### src/shared/asbc_pkg.sv
package asbc_pkg;
	// pin and data widths
	localparam int ADDR_W = 18;
	localparam int DATA_W = 16;
	localparam int LANE_W = 8;
	// clock rate and derived cycle counts
	localparam int CLK_PERIOD_NS = 8;
	// read access from address, least time before sampling data
	localparam int READ_ACCESS_NS = 85;
	localparam int READ_ACCESS_CYC = (READ_ACCESS_NS + CLK_PERIOD_NS - 1) / CLK_PERIOD_NS;
	// write pulse width, least
	localparam int WRITE_PULSE_NS = 70;
	localparam int WRITE_PULSE_CYC = (WRITE_PULSE_NS + CLK_PERIOD_NS - 1) / CLK_PERIOD_NS;
	// bus turnaround after output enable release, least
	localparam int TURN_NS = 30;
	localparam int TURN_CYC = (TURN_NS + CLK_PERIOD_NS - 1) / CLK_PERIOD_NS;
	// retention recovery time in ms
	localparam int RETENTION_RECOVERY_TIME_MS = 5;
	localparam int RECOVERY_CYC_DEF = RETENTION_RECOVERY_TIME_MS * 1000000 / CLK_PERIOD_NS;
	localparam int CNT_W = 20;
	localparam logic [CNT_W-1:0] CNT_ZERO = 20'h00000;
	localparam logic [CNT_W-1:0] CNT_ONE = 20'h00001;
	localparam logic [ADDR_W-1:0] ADDR_RESET = 18'h00000;
	localparam logic [DATA_W-1:0] DATA_RESET = 16'h0000;
endpackage

### src/rtl/asbc_host.sv
// What this block does
// - keep write strobe high throughout every read cycle.
// - release host data drivers before enabling the memory output.
// - read needs selects active, output enable low, strobe high, a lane enabled.
// - lower write: lower lane low, upper high; only low byte driven.
// - upper write: upper lane low, lower high; only high byte driven.
// - word write: both lanes low, sixteen bits stored together.
// - write timed by one strobe, other conditions held steady.
// - during retention keep memory deselected, no accesses.
`timescale 1ns/1ns
module asbc_host #(
	parameter int RECOVERY_CYC = asbc_pkg::RECOVERY_CYC_DEF
) (
	input wire logic clk_i,
	input wire logic rst_n_i,
	input wire logic req_valid_i,
	input wire logic req_write_i,
	input wire logic [asbc_pkg::ADDR_W-1:0] req_addr_i,
	input wire logic [asbc_pkg::DATA_W-1:0] req_wdata_i,
	input wire logic [1:0] req_lanes_i,
	input wire logic retention_i,
	output logic req_ready_o,
	output logic rsp_valid_o,
	output logic [asbc_pkg::DATA_W-1:0] rsp_rdata_o,
	output logic [asbc_pkg::ADDR_W-1:0] mem_addr_o,
	output logic select_low_active_n_o,
	output logic select_high_active_o,
	output logic out_en_n_o,
	output logic write_en_n_o,
	output logic lower_lane_en_n_o,
	output logic upper_lane_en_n_o,
	input wire logic [asbc_pkg::DATA_W-1:0] data_i,
	output logic [asbc_pkg::DATA_W-1:0] data_o,
	output logic [1:0] data_oe_n_o
);
	typedef enum logic [2:0] {ST_RECOVER, ST_IDLE, ST_READ, ST_WRITE, ST_TURN, ST_RETAIN}
		asbc_state_type;

	logic [1:0] rst_sync_r;
	logic rst_n;
	asbc_state_type state_r;
	asbc_state_type state_nxt;
	logic [asbc_pkg::CNT_W-1:0] cnt_r;
	logic [asbc_pkg::CNT_W-1:0] cnt_nxt;
	logic [asbc_pkg::ADDR_W-1:0] addr_r;
	logic [asbc_pkg::DATA_W-1:0] wdata_r;
	logic [asbc_pkg::DATA_W-1:0] rdata_r;
	logic [1:0] lanes_r;
	logic write_r;
	logic rsp_valid_r;
	logic sel_n_r;
	logic sel_r;
	logic oe_n_r;
	logic we_n_r;
	logic [1:0] lane_n_r;
	logic [1:0] doe_n_r;
	logic ready_r;

	// reset release through two flops
	always_ff @(posedge clk_i or negedge rst_n_i)
		if (!rst_n_i)
			rst_sync_r <= 2'h0;
		else
			rst_sync_r <= {rst_sync_r[0], 1'b1};
	assign rst_n = rst_sync_r[1];

	// decode of the request and of the pin values each state wants
	wire cnt_done = (cnt_r == asbc_pkg::CNT_ZERO);
	wire lanes_any = (req_lanes_i != 2'h0);
	wire take = (state_r == ST_IDLE) && req_valid_i && lanes_any && !retention_i;
	wire in_access = (state_nxt == ST_READ) || (state_nxt == ST_WRITE);
	wire sel_n_nxt = !in_access;
	wire oe_n_nxt = (state_nxt != ST_READ);
	wire we_n_nxt = (state_nxt != ST_WRITE);
	// lane enables follow the requested width in both directions
	wire [1:0] lane_src = take ? req_lanes_i : lanes_r;
	wire [1:0] lane_n_nxt = in_access ? ~lane_src : 2'h3;
	// host drives only the written lanes and only while writing
	wire [1:0] doe_n_nxt = (state_nxt == ST_WRITE) ? ~lane_src : 2'h3;
	wire [asbc_pkg::DATA_W-1:0] wdata_nxt = take ? req_wdata_i : wdata_r;

	// sequencer
	always_comb
	begin
		state_nxt = state_r;
		cnt_nxt = cnt_done ? cnt_r : cnt_r - asbc_pkg::CNT_ONE;
		unique case (state_r)
			ST_RECOVER:
				if (cnt_done)
					state_nxt = ST_IDLE;
			ST_IDLE:
				if (retention_i)
					state_nxt = ST_RETAIN;
				else if (take)
				begin
					state_nxt = req_write_i ? ST_WRITE : ST_READ;
					cnt_nxt = req_write_i ? asbc_pkg::CNT_W'(asbc_pkg::WRITE_PULSE_CYC - 1)
						: asbc_pkg::CNT_W'(asbc_pkg::READ_ACCESS_CYC - 1);
				end
			ST_READ:
				if (cnt_done)
				begin
					state_nxt = ST_TURN;
					cnt_nxt = asbc_pkg::CNT_W'(asbc_pkg::TURN_CYC - 1);
				end
			ST_WRITE:
				if (cnt_done)
					state_nxt = ST_IDLE;
			ST_TURN:
				if (cnt_done)
					state_nxt = ST_IDLE;
			ST_RETAIN:
				if (!retention_i)
				begin
					state_nxt = ST_RECOVER;
					cnt_nxt = asbc_pkg::CNT_W'(RECOVERY_CYC - 1);
				end
		endcase
	end

	// state and counter
	always_ff @(posedge clk_i or negedge rst_n)
		if (!rst_n)
		begin
			state_r <= ST_RECOVER;
			cnt_r <= asbc_pkg::CNT_W'(RECOVERY_CYC - 1);
		end
		else
		begin
			state_r <= state_nxt;
			cnt_r <= cnt_nxt;
		end

	// request capture, held for the whole cycle
	always_ff @(posedge clk_i or negedge rst_n)
		if (!rst_n)
		begin
			addr_r <= asbc_pkg::ADDR_RESET;
			lanes_r <= 2'h0;
			write_r <= 1'b0;
		end
		else if (take)
		begin
			addr_r <= req_addr_i;
			lanes_r <= req_lanes_i;
			write_r <= req_write_i;
		end

	// pin flops; selects move together, write strobe times the write
	always_ff @(posedge clk_i or negedge rst_n)
		if (!rst_n)
		begin
			sel_n_r <= 1'b1;
			sel_r <= 1'b0;
			oe_n_r <= 1'b1;
			we_n_r <= 1'b1;
			lane_n_r <= 2'h3;
			doe_n_r <= 2'h3;
			wdata_r <= asbc_pkg::DATA_RESET;
		end
		else
		begin
			sel_n_r <= sel_n_nxt;
			sel_r <= !sel_n_nxt;
			oe_n_r <= oe_n_nxt;
			we_n_r <= we_n_nxt;
			lane_n_r <= lane_n_nxt;
			doe_n_r <= doe_n_nxt;
			wdata_r <= wdata_nxt;
		end

	// read data capture of enabled lanes only, zero elsewhere
	wire read_end = (state_r == ST_READ) && cnt_done;
	wire [asbc_pkg::DATA_W-1:0] lane_mask = {{asbc_pkg::LANE_W{lanes_r[1]}},
		{asbc_pkg::LANE_W{lanes_r[0]}}};
	always_ff @(posedge clk_i or negedge rst_n)
		if (!rst_n)
		begin
			rdata_r <= asbc_pkg::DATA_RESET;
			rsp_valid_r <= 1'b0;
			ready_r <= 1'b0;
		end
		else
		begin
			if (read_end)
				rdata_r <= data_i & lane_mask;
			rsp_valid_r <= read_end || ((state_r == ST_WRITE) && cnt_done);
			ready_r <= (state_nxt == ST_IDLE) && !retention_i;
		end

	assign req_ready_o = ready_r;
	assign rsp_valid_o = rsp_valid_r;
	assign rsp_rdata_o = rdata_r;
	assign mem_addr_o = addr_r;
	assign select_low_active_n_o = sel_n_r;
	assign select_high_active_o = sel_r;
	assign out_en_n_o = oe_n_r;
	assign write_en_n_o = we_n_r;
	assign lower_lane_en_n_o = lane_n_r[0];
	assign upper_lane_en_n_o = lane_n_r[1];
	assign data_o = wdata_r;
	assign data_oe_n_o = doe_n_r;
endmodule

### config.mk
export PLATFORM = sky130hd
export DESIGN_NAME = asbc_host
export DESIGN_NICKNAME = d
export VERILOG_FILES = /design/src/shared/asbc_pkg.sv /design/src/rtl/asbc_host.sv
export SDC_FILE = /design/constraint.sdc
export NUM_CORES = 1
export LEC_CHECK = 0
export BUFFER_PORTS_ARGS = -buffer_cell sky130_fd_sc_hd__buf_4
export CORE_UTILIZATION = 40
export CTS_BUF_LIST = sky130_fd_sc_hd__clkbuf_2 sky130_fd_sc_hd__clkbuf_4 sky130_fd_sc_hd__clkbuf_8
export DETAILED_ROUTE_END_ITERATION = 16
export GPL_TIMING_DRIVEN = 0
export MAX_ROUTING_LAYER = met4
export PLACE_DENSITY_LB_ADDON = 0.1
export RECOVER_POWER = 25
export SLEW_MARGIN = 15
export SYNTH_ARGS = -nofsm -noshare
export SYNTH_HDL_FRONTEND = slang
export SYNTH_SLANG_ARGS = --single-unit
### constraint.sdc
create_clock -name clk_i -period 2.66 [get_ports clk_i]
set_clock_uncertainty 0.15 [all_clocks]
set_input_delay 0.532 -clock clk_i [delete_from_list [all_inputs] [get_ports clk_i]]
set_output_delay 0.532 -clock clk_i [all_outputs]
set_load 0.02 [all_outputs]
After elaboration in Yosys (flattened, before gate mapping)
Index checks and enable logic that the tools add are counted.
{"block": "word_totals", "regBits": 87, "output_inout_bits": 60, "wordCells": 59}
{"block": "op_classes", "addsub": 1, "n_eq_ne": 10, "muxes": 17, "bitwise": 2, "n_reduce_logical": 14}
{"op": "2-to-1 mux 20 bit", "count": 5}
{"op": "case mux 20 bit (3 select lines)", "count": 1}
{"op": "zero test 20 bit", "count": 1}
{"op": "subtractor 20 x 1 -> 20 bit, second input constant", "count": 1}
{"op": "bitwise AND 16 bit", "count": 1}
{"op": "2-to-1 mux 3 bit", "count": 5}
{"op": "== test 3 x 2 -> 1 bit, second input constant", "count": 4}
{"op": "case mux 3 bit (4 select lines)", "count": 1}
{"op": "2-to-1 mux 2 bit", "count": 4}
{"op": "== test 3 x 1 -> 1 bit, second input constant", "count": 2}
{"op": "== test 3 bit, second input constant", "count": 2}
{"op": "logical AND 1 bit", "count": 6}
{"op": "!= test 3 x 2 -> 1 bit, second input constant", "count": 2}
{"op": "zero test 3 bit", "count": 1}
{"op": "OR reduction 3 bit", "count": 1}
{"op": "zero test 1 bit", "count": 2}
{"op": "logical OR 1 bit", "count": 2}
{"op": "inverter 2 bit", "count": 1}
{"op": "nonzero test 2 bit", "count": 1}
{"op": "2-to-1 mux 1 bit", "count": 1}

Longest topological paths before layout
Gate-level depths: netlist of run 1.
{"block": "depth", "word_depth": 10, "ltp_mapped": 9, "mapped_depth_nobuf": 9}

Worst setup path after synthesis of run 1
No wires, ideal clock.
{"block": "synth_path", "kind": "reg-to-reg", "startpoint": "register cnt_r[10] (netlist name)", "endpoint": "register cnt_r[0] (netlist name)", "setup_time_ps": 111, "t_arrival_ps": 2367, "t_required_ps": 2399, "path_slack_ps": 32, "stages_incl_launch_ff": 8, "path_buffers": 1, "synth_period_minus_slack_ps": 2628, "cell_sequence": "dfrtp_1 or4_4 or4_1 buf_2 nor2_2 inv_1 ha_1 o311ai_0"}
{"block": "synth_between", "elab_chain_cells": 5, "word_cells_on_any_way": 7, "cone_classes": "mux: 6; reduce/logical: 1"}
{"item": "from (decl)", "line": "asbc_host.sv:43", "source": "logic [asbc_pkg::CNT_W-1:0] cnt_r;"}
{"item": "from (signal assigned)", "line": "asbc_host.sv:126", "source": "cnt_r <= asbc_pkg::CNT_W'(RECOVERY_CYC - 1);"}
{"item": "from (signal assigned)", "line": "asbc_host.sv:131", "source": "cnt_r <= cnt_nxt;"}
{"item": "zero test 20 bit (*)", "line": "asbc_host.sv:68", "source": "wire cnt_done = (cnt_r == asbc_pkg::CNT_ZERO);"}
{"item": "2-to-1 mux 20 bit", "line": "asbc_host.sv:86", "source": "cnt_nxt = cnt_done ? cnt_r : cnt_r - asbc_pkg::CNT_ONE;"}
{"item": "2-to-1 mux 20 bit", "line": "asbc_host.sv:94", "source": "else if (take)"}
{"item": "2-to-1 mux 20 bit", "line": "asbc_host.sv:92", "source": "if (retention_i)"}
{"item": "case mux 20 bit (3 select lines) (*)", "line": "asbc_host.sv:87", "source": "unique case (state_r)"}
{"item": "net cnt_nxt (one bit)", "line": "asbc_host.sv:44", "source": "logic [asbc_pkg::CNT_W-1:0] cnt_nxt;"}
Mark *: on every way through the listed nets, which the timed path passes. The rest lies on a longest branch.
A chain may end at the register's enable or synchronous reset.

Final worst setup path of run 1
{"block": "layout_path", "startpoint": "register cnt_r[11] (netlist name)", "endpoint": "register cnt_r[19] (netlist name)"}
{"block": "layout_between", "elab_chain_cells": 5, "word_cells_on_any_way": 8, "cone_classes": "add/sub: 1; mux: 6; reduce/logical: 1"}
{"item": "subtractor 20 x 1 -> 20 bit / zero test 20 bit (equally long branches)", "line": "asbc_host.sv:86, asbc_host.sv:68"}
{"item": "2-to-1 mux 20 bit", "line": "asbc_host.sv:86"}
{"item": "2-to-1 mux 20 bit", "line": "asbc_host.sv:94"}
{"item": "2-to-1 mux 20 bit", "line": "asbc_host.sv:92"}
{"item": "case mux 20 bit (3 select lines) (*)", "line": "asbc_host.sv:87"}
{"item": "net cnt_nxt (one bit)", "line": "asbc_host.sv:44"}
Marks and branches as above.

==> results of run 1 <==
[worst min path at each step]
stage                               end          start  slack [ns]
after floorplan           rst_sync_r[0]        rst_n_i        0.09
after global placement    rst_sync_r[0]        rst_n_i        0.16
after detailed placement  rst_sync_r[0]        rst_n_i        0.17
after CTS                     data_o[5]  rst_sync_r[1]        0.17
after global routing      rst_sync_r[1]  rst_sync_r[0]        0.22
final                     rst_sync_r[1]  rst_sync_r[0]        0.21
[area by class of cell]
type	instances	area, um^2
Clock buffer	11	139
Fill cell	740	3800
Clock inverter	5	81.3
Buffer	14	56.3
Multi-Input combinational cell	208	1430
Timing Repair Buffer	123	942
Inverter	7	26.3
Tap cell	108	135
Sequential cell	87	2200
[routing by layer]
metal  GRT usage (%)  share of wire, %  wire length, um
met5               -                 0                0
met4            8.04               1.5              115
met3            3.74               5.6              442
met2            27.0                48             3800
met1            22.9                45             3570
[power by group]
part	total (uW)	switching, uW	internal, uW
Combinational	2000	1030	965
Sequential	2230	356	1870
Clock	1020	464	552
[logic make-up (layout without fill, tap and decap cells)]
group / count (synthesis) / after routing / synth area share, %
other cells: 1 / 1 / 0.102
flops: 87 / 87 / 60.0
fa+ha+maj: 3 / 3 / 1.03
xor+xnor: 12 / 12 / 2.87
mux: 38 / 38 / 11.6
compound gates: 54 / 54 / 8.92
simple gates: 100 / 100 / 13.2
buf+inv: 21 / 160 / 2.19
[through the flow]
step / cells / hold WS [ns] / utilization (%)
after floorplan: 316 / 0.0864 / -
after global placement: 539 / 0.165 / 52.9
after detailed placement: 540 / 0.165 / 53.3
after CTS: 557 / 0.173 / 56.1
after global routing: 563 / 0.224 / 56.8
final: 563 / 0.210 / 56.8
[critical path, stage by stage (launching register included)]
cell,delay (ns)
sky130_fd_sc_hd__dfstp_2,0.40
sky130_fd_sc_hd__or4_4,0.58
sky130_fd_sc_hd__or4_1,0.41
sky130_fd_sc_hd__clkbuf_4,0.19
sky130_fd_sc_hd__or4_4,0.49
sky130_fd_sc_hd__mux2i_1,0.17
sky130_fd_sc_hd__o21ai_1,0.07
[placed cells by master (no fill, tap or decap), types with 2 or more instances in the layout]
master	count
sky130_fd_sc_hd__inv_1	6
sky130_fd_sc_hd__or4_4	2
sky130_fd_sc_hd__o21ai_0	25
sky130_fd_sc_hd__o211ai_1	2
sky130_fd_sc_hd__nor4b_2	2
sky130_fd_sc_hd__and2_1	2
sky130_fd_sc_hd__nor2_1	19
sky130_fd_sc_hd__nand2_1	45
sky130_fd_sc_hd__ha_1	3
sky130_fd_sc_hd__mux2_2	36
sky130_fd_sc_hd__dfstp_2	17
sky130_fd_sc_hd__mux2i_1	2
sky130_fd_sc_hd__buf_1	2
sky130_fd_sc_hd__bufinv_16	2
sky130_fd_sc_hd__o31ai_1	3
sky130_fd_sc_hd__nor4_1	3
sky130_fd_sc_hd__a211oi_1	3
sky130_fd_sc_hd__xor2_1	4
sky130_fd_sc_hd__buf_4	120
sky130_fd_sc_hd__clkbuf_1	12
sky130_fd_sc_hd__dfrtp_1	70
sky130_fd_sc_hd__clkbuf_4	3
sky130_fd_sc_hd__clkbuf_8	9
sky130_fd_sc_hd__xnor2_1	8
sky130_fd_sc_hd__nand2b_1	4
sky130_fd_sc_hd__nor4_2	2
sky130_fd_sc_hd__a21oi_1	8
sky130_fd_sc_hd__o21bai_1	2
sky130_fd_sc_hd__nand3_1	6
sky130_fd_sc_hd__a31oi_1	4
sky130_fd_sc_hd__nor3_1	4
[flip-flops by register name, summed over array words and instances (netlist names), 2 cells and up]
name,cells
rsp_rdata_o,16
rst_sync_r,2
lanes_r,2
state_r,3
data_oe_n_o,2
mem_addr_o,18
lane_n_r,2
cnt_r,20
data_o,16
[timing repair]
action,CTS,global route
endpoints found under the setup margin,65,30
resized for setup,5,6
hold endpoints to repair,2,0
pin swaps,2,3
buffers inserted,0,6
hold buffers,1,0
==> PnR_summary.wiki, run 1 <==
{| class="wikitable"
! Metric !! Value
|-
| Cts bufs inserted || 9
|-
| TritonCTS clock tree || done
|-
| Crit path to || cnt_r[19]
|-
| Total Routing Usage GR || 17.7%
|-
| Die outline width || 97.7 um
|-
| Class of the most critical hold timing path || register to register
|-
| Slew of the pin with the lowest slew margin || 1.55 ns
|-
| Kind of capture point of the worst setup path || register
|-
| Final-stage net count || 510
|-
| Setup repair after global routing missed its margin || false
|-
| Post-route total power || 5240 uW
|-
| Beginning of the critical path || cnt_r[11]
|-
| Asr flop ratio synth || 100%
|-
| Cell types occupying the most area after synthesis || sky130_fd_sc_hd__dfrtp_1 48%, sky130_fd_sc_hd__dfstp_2 12%, sky130_fd_sc_hd__mux2_2 11%, sky130_fd_sc_hd__nand2_1 4.6%, sky130_fd_sc_hd__o21ai_0 3.6%
|-
| DP HPWL || 5.61 mm
|-
| Pleak || 0.00233 uW
|-
| Die outline area || 9540 um^2
|-
| Die outline height || 97.7 um
|-
| Shortest period the worst path allows || 2.55 ns
|-
| Area after DPL || 4690 um^2
|-
| Crit path setup slack, layout || 0.109 ns
|-
| Antenna violations before repair || 0
|-
| Effective utilization at floorplan || 41.6%
|-
| Reg2reg end || cnt_r[19]
|-
| Max Cap Viol || 1
|-
| Relative slew margins || -3.64%
|-
| Remaining antenna violation count || 0
|-
| Number of vias per cell after detailed routing || 5.06
|-
| Vias in the first global route || 2712
|-
| Maximum clock frequency || 392 MHz
|-
| Slack of the worst reg-to-reg path || 0.11 ns
|-
| Most frequently used flop master after synthesis || sky130_fd_sc_hd__dfrtp_1
|-
| Critical path data arrival time || 2.66 ns
|-
| Number of cell rows || 34
|-
| Placement Setup Slack || -0.274 ns
|-
| Area inside the core boundary || 8810 um^2
|-
| # clock sinks || 87
|-
| Flop and latch count out of synthesis || 87
|-
| Synthesized cell area || 3660 um^2
|-
| Detailed-routing iteration count for the pre-antenna-repair pass || 10
|-
| Final instance area || 5000 um^2
|-
| Largest net degree at the start of global routing || 50
|-
| Data required time of the worst path || 2.77 ns
|-
| Placer's final routability congestion estimate || 0.800
|-
| Clock root buffer || sky130_fd_sc_hd__clkbuf_8
|-
| Crit-path max FO || 7
|-
| Element type at the critical path start || register
|-
| Remaining global-route overflow || 0
|-
| Post-synthesis cell type count || 44
|-
| Yosys top cell area share || 47.8%
|-
| CTS H-tree lvls || 3
|-
| Total power density per cell area || 1050 nW/um^2
|-
| Total negative setup slack || 0 ns
|-
| Worst IR Drop VDD || 567 uV
|-
| Portion of the post-synthesis area used by sequential elements || 60.0%
|-
| Total Wirelength || 7.93 mm
|-
| Final number of max-transition violations || 37
|-
| Proportion of layout cells with a drive suffix above 1 || 44.6%
|-
| Warnings, synthesis || 0
|-
| Average footprint of a synthesized cell || 11.6 um^2
|-
| Synth-to-Final Area Change || 36.7%
|-
| Syn_nets || 376
|-
| Worst-case reg-to-reg path depth || 6
|-
| Number of synthesized flops with an enable pin || 0
|-
| Number of input and output port buffers inserted || 115
|-
| Number of buffers on the longest clock path || 2
|-
| Clock transition at the register clock pins on the worst setup and hold paths after CTS || 0.09 ns
|-
| Global-route wire length before repair || 12.9 mm
|-
| Kind of critical path || register to register
|-
| Hold path cells || 0
|-
| Failing checks || DRC, capacitance limit, slew limit
|-
| Syn Inst Count || 316
|-
| Number of DRC violations after detailed-routing iteration 0 || 70
|-
| Number of ports placed on the die boundary || 117
|-
| Number of remaining DRC errors || 4
|-
| Total vias in the final route || 2850
|-
| Critical register-to-register path startpoint || cnt_r[11]
|-
| Diodes inserted || 0
|-
| Status || complete, but fails checks
|-
| Routed wirelength normalized by instance count || 14.1 um
|-
| Yosys top cell by area || sky130_fd_sc_hd__dfrtp_1
|-
| Source-to-sink clock delay at the later pin of the worst-skew pair || 0.35 ns
|-
| Final worst-path cycle share || 95.9%
|-
| Hold violation count in the final report || 0
|-
| Top post-synthesis cells by count || 70 x sky130_fd_sc_hd__dfrtp_1, 45 x sky130_fd_sc_hd__nand2_1, 36 x sky130_fd_sc_hd__mux2_2
|-
| Cell with the most instances after synthesis || sky130_fd_sc_hd__dfrtp_1
|-
| Number of setup violations in the final report || 0
|}
(Power assumes the default switching activity.)
==> run 2, diff against run 1 <==
--- a/config.mk
+++ b/config.mk
@@ -7,7 +7,7 @@
 export LEC_CHECK = 0
 export BUFFER_PORTS_ARGS = -buffer_cell sky130_fd_sc_hd__buf_4
 export CORE_UTILIZATION = 40
-export CTS_BUF_LIST = sky130_fd_sc_hd__clkbuf_2 sky130_fd_sc_hd__clkbuf_4 sky130_fd_sc_hd__clkbuf_8
+export CTS_BUF_LIST = sky130_fd_sc_hd__clkbuf_4
 export DETAILED_ROUTE_END_ITERATION = 16
 export GPL_TIMING_DRIVEN = 0
 export MAX_ROUTING_LAYER = met4
==> run 2 against run 1 <==
Compared with the run above: the flow still finishes with violations (DRC, capacitance limit, slew limit); register-to-register slack hardly changed; sequential power barely moved; die area stayed put; critical endpoint unchanged; fmax decreased by 0.54%; sequential cell count did not move; setup slack lost 0.014 ns; sequential share of layout area rose by 0.57 points; global-route usage about the same; highest routed layer unchanged; critical path type unchanged.
==> PnR_summary.wiki, run 2 (synthesis gave the netlist of run 1 again) <==
{| class="wikitable"
! Metric !! Value
|-
| Status || complete, but fails checks
|-
| Failing checks || DRC, capacitance limit, slew limit
|-
| Number of ports placed on the die boundary || 117 (unchanged)
|-
| Routed wirelength normalized by instance count || 14.0 um (-0.62%)
|-
| Element type at the critical path start || register
|-
| Largest net degree at the start of global routing || 50 (unchanged)
|-
| Flip-flop count of the largest register after layout || 20 (unchanged)
|-
| Cell family contributing the most delay on the critical path || simple AND/OR/NAND/NOR gates
|-
| Detailed-routing iteration count for the pre-antenna-repair pass || 10 (unchanged)
|-
| Peak per-stage delay on the critical path || 0.58 ns (about the same)
|-
| Number of remaining DRC errors || 4 (unchanged)
|-
| Clock transition at the register clock pins on the worst setup and hold paths after CTS || 0.14 ns (+0.05 ns)
|-
| Count of placed standard cells in the final layout, fillers left out || 562 (-0.18%)
|-
| # clock sinks || 87 (unchanged)
|-
| Placement Setup Slack || -0.274 ns (unchanged)
|-
| Placer's final routability congestion estimate || 0.800 (unchanged)
|-
| Final worst-path cycle share || 96.4% (+0.52 points)
|-
| Antenna violations before repair || 0 (unchanged)
|-
| Slew of the pin with the lowest slew margin || 1.56 ns (+0.00751 ns)
|-
| Final-stage net count || 509 (-0.20%)
|-
| Commonest non-fill, non-tap cell in the layout || sky130_fd_sc_hd__buf_4
|-
| Clock root buffer || sky130_fd_sc_hd__clkbuf_4
|-
| Pleak || 0.00230 uW (-1.3%)
|-
| Data required time of the worst path || 2.85 ns (+0.08 ns)
|-
| Source-to-sink clock delay at the later pin of the worst-skew pair || 0.43 ns (+0.08 ns)
|-
| Area inside the core boundary || 8810 um^2 (unchanged)
|-
| Vias in the first global route || 2741 (+1.1%)
|-
| Proportion of layout cells with a drive suffix above 1 || 44.3% (-0.34 points)
|-
| Hold violation count in the final report || 0 (unchanged)
|-
| Worst-case reg-to-reg path depth || 6 (unchanged)
|-
| Register containing the most flip-flops in the final layout || cnt_r
|-
| Effective utilization at floorplan || 41.6% (unchanged)
|-
| Total vias in the final route || 2829 (-0.74%)
|-
| Synth-to-Final Area Change || 34.9%
|-
| Relative slew margins || -4.14% (-0.50 points)
|-
| Number of placed instances with taps included || 540 (unchanged)
|-
| Cts bufs inserted || 9 (unchanged)
|-
| Met2 capacity usage during global routing || 27.3% (+0.38 points)
|-
| Worst path depth || 6 (unchanged)
|-
| Crit-path slowest cell || sky130_fd_sc_hd__or4_4
|-
| Total Routing Usage GR || 17.8% (+0.046 points)
|-
| Number of setup violations in the final report || 0 (unchanged)
|-
| Ordered list of cells on the worst path || or4_4 -> or4_1 -> buf_4 -> or4_4 -> mux2i_1 -> o21ai_1
|-
| Layer with the highest usage || met2
|-
| Most common cell type on the critical path || sky130_fd_sc_hd__or4_4
|-
| Global-route wire length before repair || 13.0 mm (+0.58%)
|-
| TritonCTS clock tree || done
|-
| Critical path data arrival time || 2.75 ns (+0.09 ns)
|-
| GR met3 Demand/Resource || 4.39% (+0.65 points)
|-
| Hold path cells || 2 (+2)
|-
| Worst IR Drop VDD || 602 uV (+6.1%)
|-
| Diodes inserted || 0 (unchanged)
|-
| Number of buffer and inverter instances along the worst setup path || 1 (unchanged)
|-
| Total Wirelength || 7.87 mm (-0.79%)
|-
| Number of cell rows || 34 (unchanged)
|-
| Number of DRC violations after detailed-routing iteration 0 || 93 (+33%)
|-
| Crit path setup slack, layout || 0.0955 ns (-0.0137 ns)
|-
| Commonest cells after routing, fill and taps aside || 120 x sky130_fd_sc_hd__buf_4, 70 x sky130_fd_sc_hd__dfrtp_1, 45 x sky130_fd_sc_hd__nand2_1
|-
| Class of the most critical hold timing path || primary input to register
|-
| CTS H-tree lvls || 3 (unchanged)
|-
| DP HPWL || 5.61 mm (unchanged)
|-
| Kind of capture point of the worst setup path || register
|-
| Kind of critical path || register to register
|-
| Total power density per cell area || 1030 nW/um^2 (-2.0%)
|-
| Remaining global-route overflow || 0 (unchanged)
|-
| Number of vias per cell after detailed routing || 5.03 (-0.56%)
|-
| Number of buffers on the longest clock path || 2 (unchanged)
|-
| Maximum clock frequency || 390 MHz (-0.54%)
|-
| Final number of max-transition violations || 37 (unchanged)
|-
| Die outline width || 97.7 um (unchanged)
|-
| Number of input and output port buffers inserted || 115 (unchanged)
|-
| Die outline area || 9540 um^2 (unchanged)
|-
| Shortest period the worst path allows || 2.56 ns (+0.0137 ns)
|-
| Die outline height || 97.7 um (unchanged)
|-
| Remaining antenna violation count || 0 (unchanged)
|-
| Slack of the worst reg-to-reg path || 0.1 ns (about the same)
|-
| Crit-path max FO || 7 (unchanged)
|-
| Met1 Usage GRT || 22.8% (-0.058 points)
|-
| Post-Route Hold Slack || 0.172 ns (-0.0381 ns)
|-
| Setup repair after global routing missed its margin || false
|-
| Max Cap Viol || 1 (unchanged)
|}
[run 2: changes by cell type in the layout (fill, tap and decap cells not counted), sizes merged]
cell	delta
clkbuf	-1
[run 2: final timing paths]
path / startpoint / end
max in group asynchronous: rst_sync_r[1] / data_oe_n_o[1]
worst max-delay path: cnt_r[11] / cnt_r[19]
worst min-delay path: req_wdata_i[6] / data_o[6]
worst max register to register: cnt_r[11] / cnt_r[19]
worst min register to register: rst_sync_r[0] / rst_sync_r[1]
min in group asynchronous: rst_n_i / rst_sync_r[1]
[run 2: layer usage]
layer / routed length [um] / up-vias / part of all wire, %
met5: 0 / - / 0
met4: 123 / 0 / 1.6
met3: 413 / 9 / 5.2
met2: 3720 / 77 / 47
met1: 3610 / 1376 / 46
li1: - / 1367 / -
[run 2: layout make-up]
class,count,area (um^2)
repair buffers,122,935
inverters,7,26.3
plain buffers,14,56.3
fillers,755,3870
flip-flops and latches,87,2200
clock inverters,5,81.3
multi-input cells,208,1430
well taps,108,135
clock buffers,11,82.6
[run 2: through the flow]
step                util, %  power (uW)  instance area, um^2  setup TNS (ns)
floorplan                 -        3390                 3660               0
global placement       52.9        4120                 4660          -13.69
global route           56.1        5390                 4940               0
detailed placement     53.3        4180                 4690           -9.82
finish                 56.1        5080                 4940               0
CTS                    55.6        5070                 4900               0
[run 2: repair_timing]
item,in CTS,in global routing
hold endpoints to repair,2,0
setup endpoints to repair,65,26
buffers inserted,1,4
hold buffers,1,0
pin swaps,2,2
resized for setup,4,7
[run 2: worst reg2reg max path: cells and delay by family (launching register included)]
kind / cells / cell delay, ns
and+or+nand+nor: 3 / 1.49
buffers and inverters: 1 / 0.18
AOI/OAI and AO/OA: 1 / 0.08
DFF: 1 / 0.41
muxes: 1 / 0.17
[run 2: where the power goes]
group | switching, uW | internal, uW | leakage [uW]
combinational | 1040 | 966 | 0.00119
sequential | 354 | 1870 | 0.00101
clock | 445 | 405 | 0.0000875
==> run 3, diff against run 2 <==
--- a/config.mk
+++ b/config.mk
@@ -6,6 +6,7 @@
 export NUM_CORES = 1
 export LEC_CHECK = 0
 export BUFFER_PORTS_ARGS = -buffer_cell sky130_fd_sc_hd__buf_4
+export CORE_ASPECT_RATIO = 1.2
 export CORE_UTILIZATION = 40
 export CTS_BUF_LIST = sky130_fd_sc_hd__clkbuf_4
 export DETAILED_ROUTE_END_ITERATION = 16
==> run 3 against run 2 <==
Compared with the run above: the run ends with capacitance limit, slew limit left; global-route usage is 0.72 points higher; routed wire length is 3.2% higher; utilization is 0.12 points higher; critical path depth stayed put; sequential power hardly changed; via count is 0.32% lower; clock power is 20% lower; total power is 2.7% lower; critical path type unchanged; critical endpoint unchanged.
==> PnR_summary.wiki, run 3 (synthesis gave the netlist of run 1 again) <==
{| class="wikitable"
! Metric !! Value
|-
| Status || complete, but fails checks
|-
| Failing checks || capacitance limit, slew limit
|-
| Proportion of layout cells with a drive suffix above 1 || 44.9% (+0.66 points)
|-
| Number of setup violations in the final report || 0 (unchanged)
|-
| CTS H-tree lvls || 3 (unchanged)
|-
| Kind of capture point of the worst setup path || register
|-
| Critical path data arrival time || 2.77 ns (+0.02 ns)
|-
| Flip-flop count of the largest register after layout || 20 (unchanged)
|-
| Remaining global-route overflow || 0 (unchanged)
|-
| Number of DRC violations after detailed-routing iteration 0 || 143 (+54%)
|-
| Number of vias per cell after detailed routing || 4.94 (-1.9%)
|-
| Antenna violations before repair || 0 (unchanged)
|-
| Die outline area || 9540 um^2 (about the same)
|-
| Final instance area || 4920 um^2 (-0.43%)
|-
| Commonest non-fill, non-tap cell in the layout || sky130_fd_sc_hd__buf_4
|-
| Hold violation count in the final report || 0 (unchanged)
|-
| Diodes inserted || 0 (unchanged)
|-
| Crit-path slowest cell || sky130_fd_sc_hd__or4_4
|-
| Class of the most critical hold timing path || primary input to register
|-
| Detailed-routing iteration count for the pre-antenna-repair pass || 6 (-4)
|-
| Maximum clock frequency || 389 MHz (-0.14%)
|-
| Placer's final routability congestion estimate || 0.783 (-2.1%)
|-
| Total power density per cell area || 1000 nW/um^2 (-2.3%)
|-
| Source-to-sink clock delay at the later pin of the worst-skew pair || 0.43 ns (about the same)
|-
| Effective utilization at floorplan || 41.8% (+0.27 points)
|-
| Die outline height || 107 um (+9.3%)
|-
| Crit-path max FO || 7 (unchanged)
|-
| Number of input and output port buffers inserted || 115 (unchanged)
|-
| Worst IR Drop VDD || 581 uV (-3.5%)
|-
| Kind of critical path || register to register
|-
| Area after DPL || 4700 um^2 (+0.24%)
|-
| Relative slew margins || -2.27% (+1.9 points)
|-
| Routed wirelength normalized by instance count || 14.2 um (+1.6%)
|-
| Element type at the critical path start || register
|-
| Clock root buffer || sky130_fd_sc_hd__clkbuf_4
|-
| Total Routing Usage GR || 18.5% (+0.72 points)
|-
| Number of buffer and inverter instances along the worst setup path || 1 (unchanged)
|-
| Commonest cells after routing, fill and taps aside || 119 x sky130_fd_sc_hd__buf_4, 69 x sky130_fd_sc_hd__dfrtp_1, 45 x sky130_fd_sc_hd__nand2_1
|-
| Number of remaining DRC errors || 0 (-4)
|-
| Setup repair after global routing missed its margin || false
|-
| Cell family contributing the most delay on the critical path || simple AND/OR/NAND/NOR gates
|-
| Number of cell rows || 37 (+8.8%)
|-
| Area inside the core boundary || 8750 um^2 (-0.64%)
|-
| Most common cell type on the critical path || sky130_fd_sc_hd__or4_4
|-
| Cts bufs inserted || 9 (unchanged)
|-
| Number of ports placed on the die boundary || 117 (unchanged)
|-
| Ordered list of cells on the worst path || or4_4 -> or4_1 -> clkbuf_4 -> or4_4 -> mux2i_1 -> o21ai_0
|-
| Largest net degree at the start of global routing || 51 (+2.0%)
|-
| # clock sinks || 87 (unchanged)
|-
| Total vias in the final route || 2820 (-0.32%)
|-
| Synth-to-Final Area Change || 34.3%
|-
| TritonCTS clock tree || done
|-
| Peak per-stage delay on the critical path || 0.56 ns (-0.02 ns)
|-
| Clock transition at the register clock pins on the worst setup and hold paths after CTS || 0.15 ns (about the same)
|-
| Data required time of the worst path || 2.87 ns (+0.02 ns)
|-
| Final number of max-transition violations || 36 (-2.7%)
|-
| Vias in the first global route || 2848 (+3.9%)
|-
| Remaining antenna violation count || 0 (unchanged)
|-
| Max Cap Viol || 1 (unchanged)
|-
| Pleak || 0.00228 uW (-0.84%)
|-
| Slew of the pin with the lowest slew margin || 1.53 ns (-0.0279 ns)
|-
| Global-route wire length before repair || 13.1 mm (+0.91%)
|-
| Total Wirelength || 8.12 mm (+3.2%)
|-
| Number of buffers on the longest clock path || 2 (unchanged)
|-
| Die outline width || 89.3 um (-8.5%)
|-
| Total negative setup slack || 0 ns (unchanged)
|-
| Register containing the most flip-flops in the final layout || cnt_r
|-
| Final worst-path cycle share || 96.5% (+0.14 points)
|-
| Final-stage net count || 509 (unchanged)
|-
| Shortest period the worst path allows || 2.57 ns (+0.00368 ns)
|-
| DP HPWL || 5.78 mm (+3.1%)
|}
run 3: final cells by class:
cell class | count | area (um^2)
Tap cell | 117 | 146
Clock buffer | 9 | 67.6
Clock inverter | 7 | 55.1
Timing Repair Buffer | 122 | 935
Multi-Input combinational cell | 208 | 1430
Inverter | 7 | 26.3
Buffer | 14 | 56.3
Fill cell | 779 | 3830
Sequential cell | 87 | 2200
run 3: final timing paths:
kind | startpoint | end | slack, ns | depth (start not counted)
setup / recovery | cnt_r[13] | cnt_r[19] | 0.09 | 6
hold / removal | req_wdata_i[4] | data_o[4] | 0.17 | 2
setup reg to reg | cnt_r[13] | cnt_r[19] | 0.09 | 6
hold reg to reg | rst_sync_r[0] | rst_sync_r[1] | 0.22 | 0
max in group asynchronous | rst_sync_r[1] | out_en_n_o | 0.87 | 1
min in group asynchronous | rst_n_i | rst_sync_r[1] | 0.25 | 2
run 3: where the power goes:
part           internal (uW)  switching (uW)
clock network            204             477
logic                    982            1050
registers               1870             363
run 3: metal layers:
layer	wire (um)	track usage, %	part of all wire [%]
met4	98	5.67	1.2
met1	3400	22.9	42
met2	4140	29.8	51
met5	0	-	0
met3	475	4.70	5.8
run 3: what timing repair did:
item	CTS	global route
hold buffers	1	0
setup endpoints to repair	66	32
setup buffers	1	4
pin swaps	1	2
resized for setup	5	8
hold endpoints to repair	2	0
run 3: worst reg2reg max path, stage by stage (launching register included):
cell	delay, ns
sky130_fd_sc_hd__dfrtp_1	0.43
sky130_fd_sc_hd__or4_4	0.56
sky130_fd_sc_hd__or4_1	0.41
sky130_fd_sc_hd__clkbuf_4	0.19
sky130_fd_sc_hd__or4_4	0.49
sky130_fd_sc_hd__mux2i_1	0.13
sky130_fd_sc_hd__o21ai_0	0.15
run 3: stage by stage:
step | utilization [%] | total power, uW | hold WS, ns | worst slack, ns | std cells
after floorplan | - | 3390 | 0.0864 | 0.0318 | 316
after global placement | 53.4 | 4130 | 0.165 | -0.279 | 548
after detailed placement | 53.7 | 4190 | 0.167 | -0.305 | 549
after CTS | 55.6 | 4920 | 0.140 | 0.0111 | 567
after global routing | 56.2 | 5260 | 0.141 | 0.0000560 | 571
final | 56.2 | 4940 | 0.173 | 0.0918 | 571
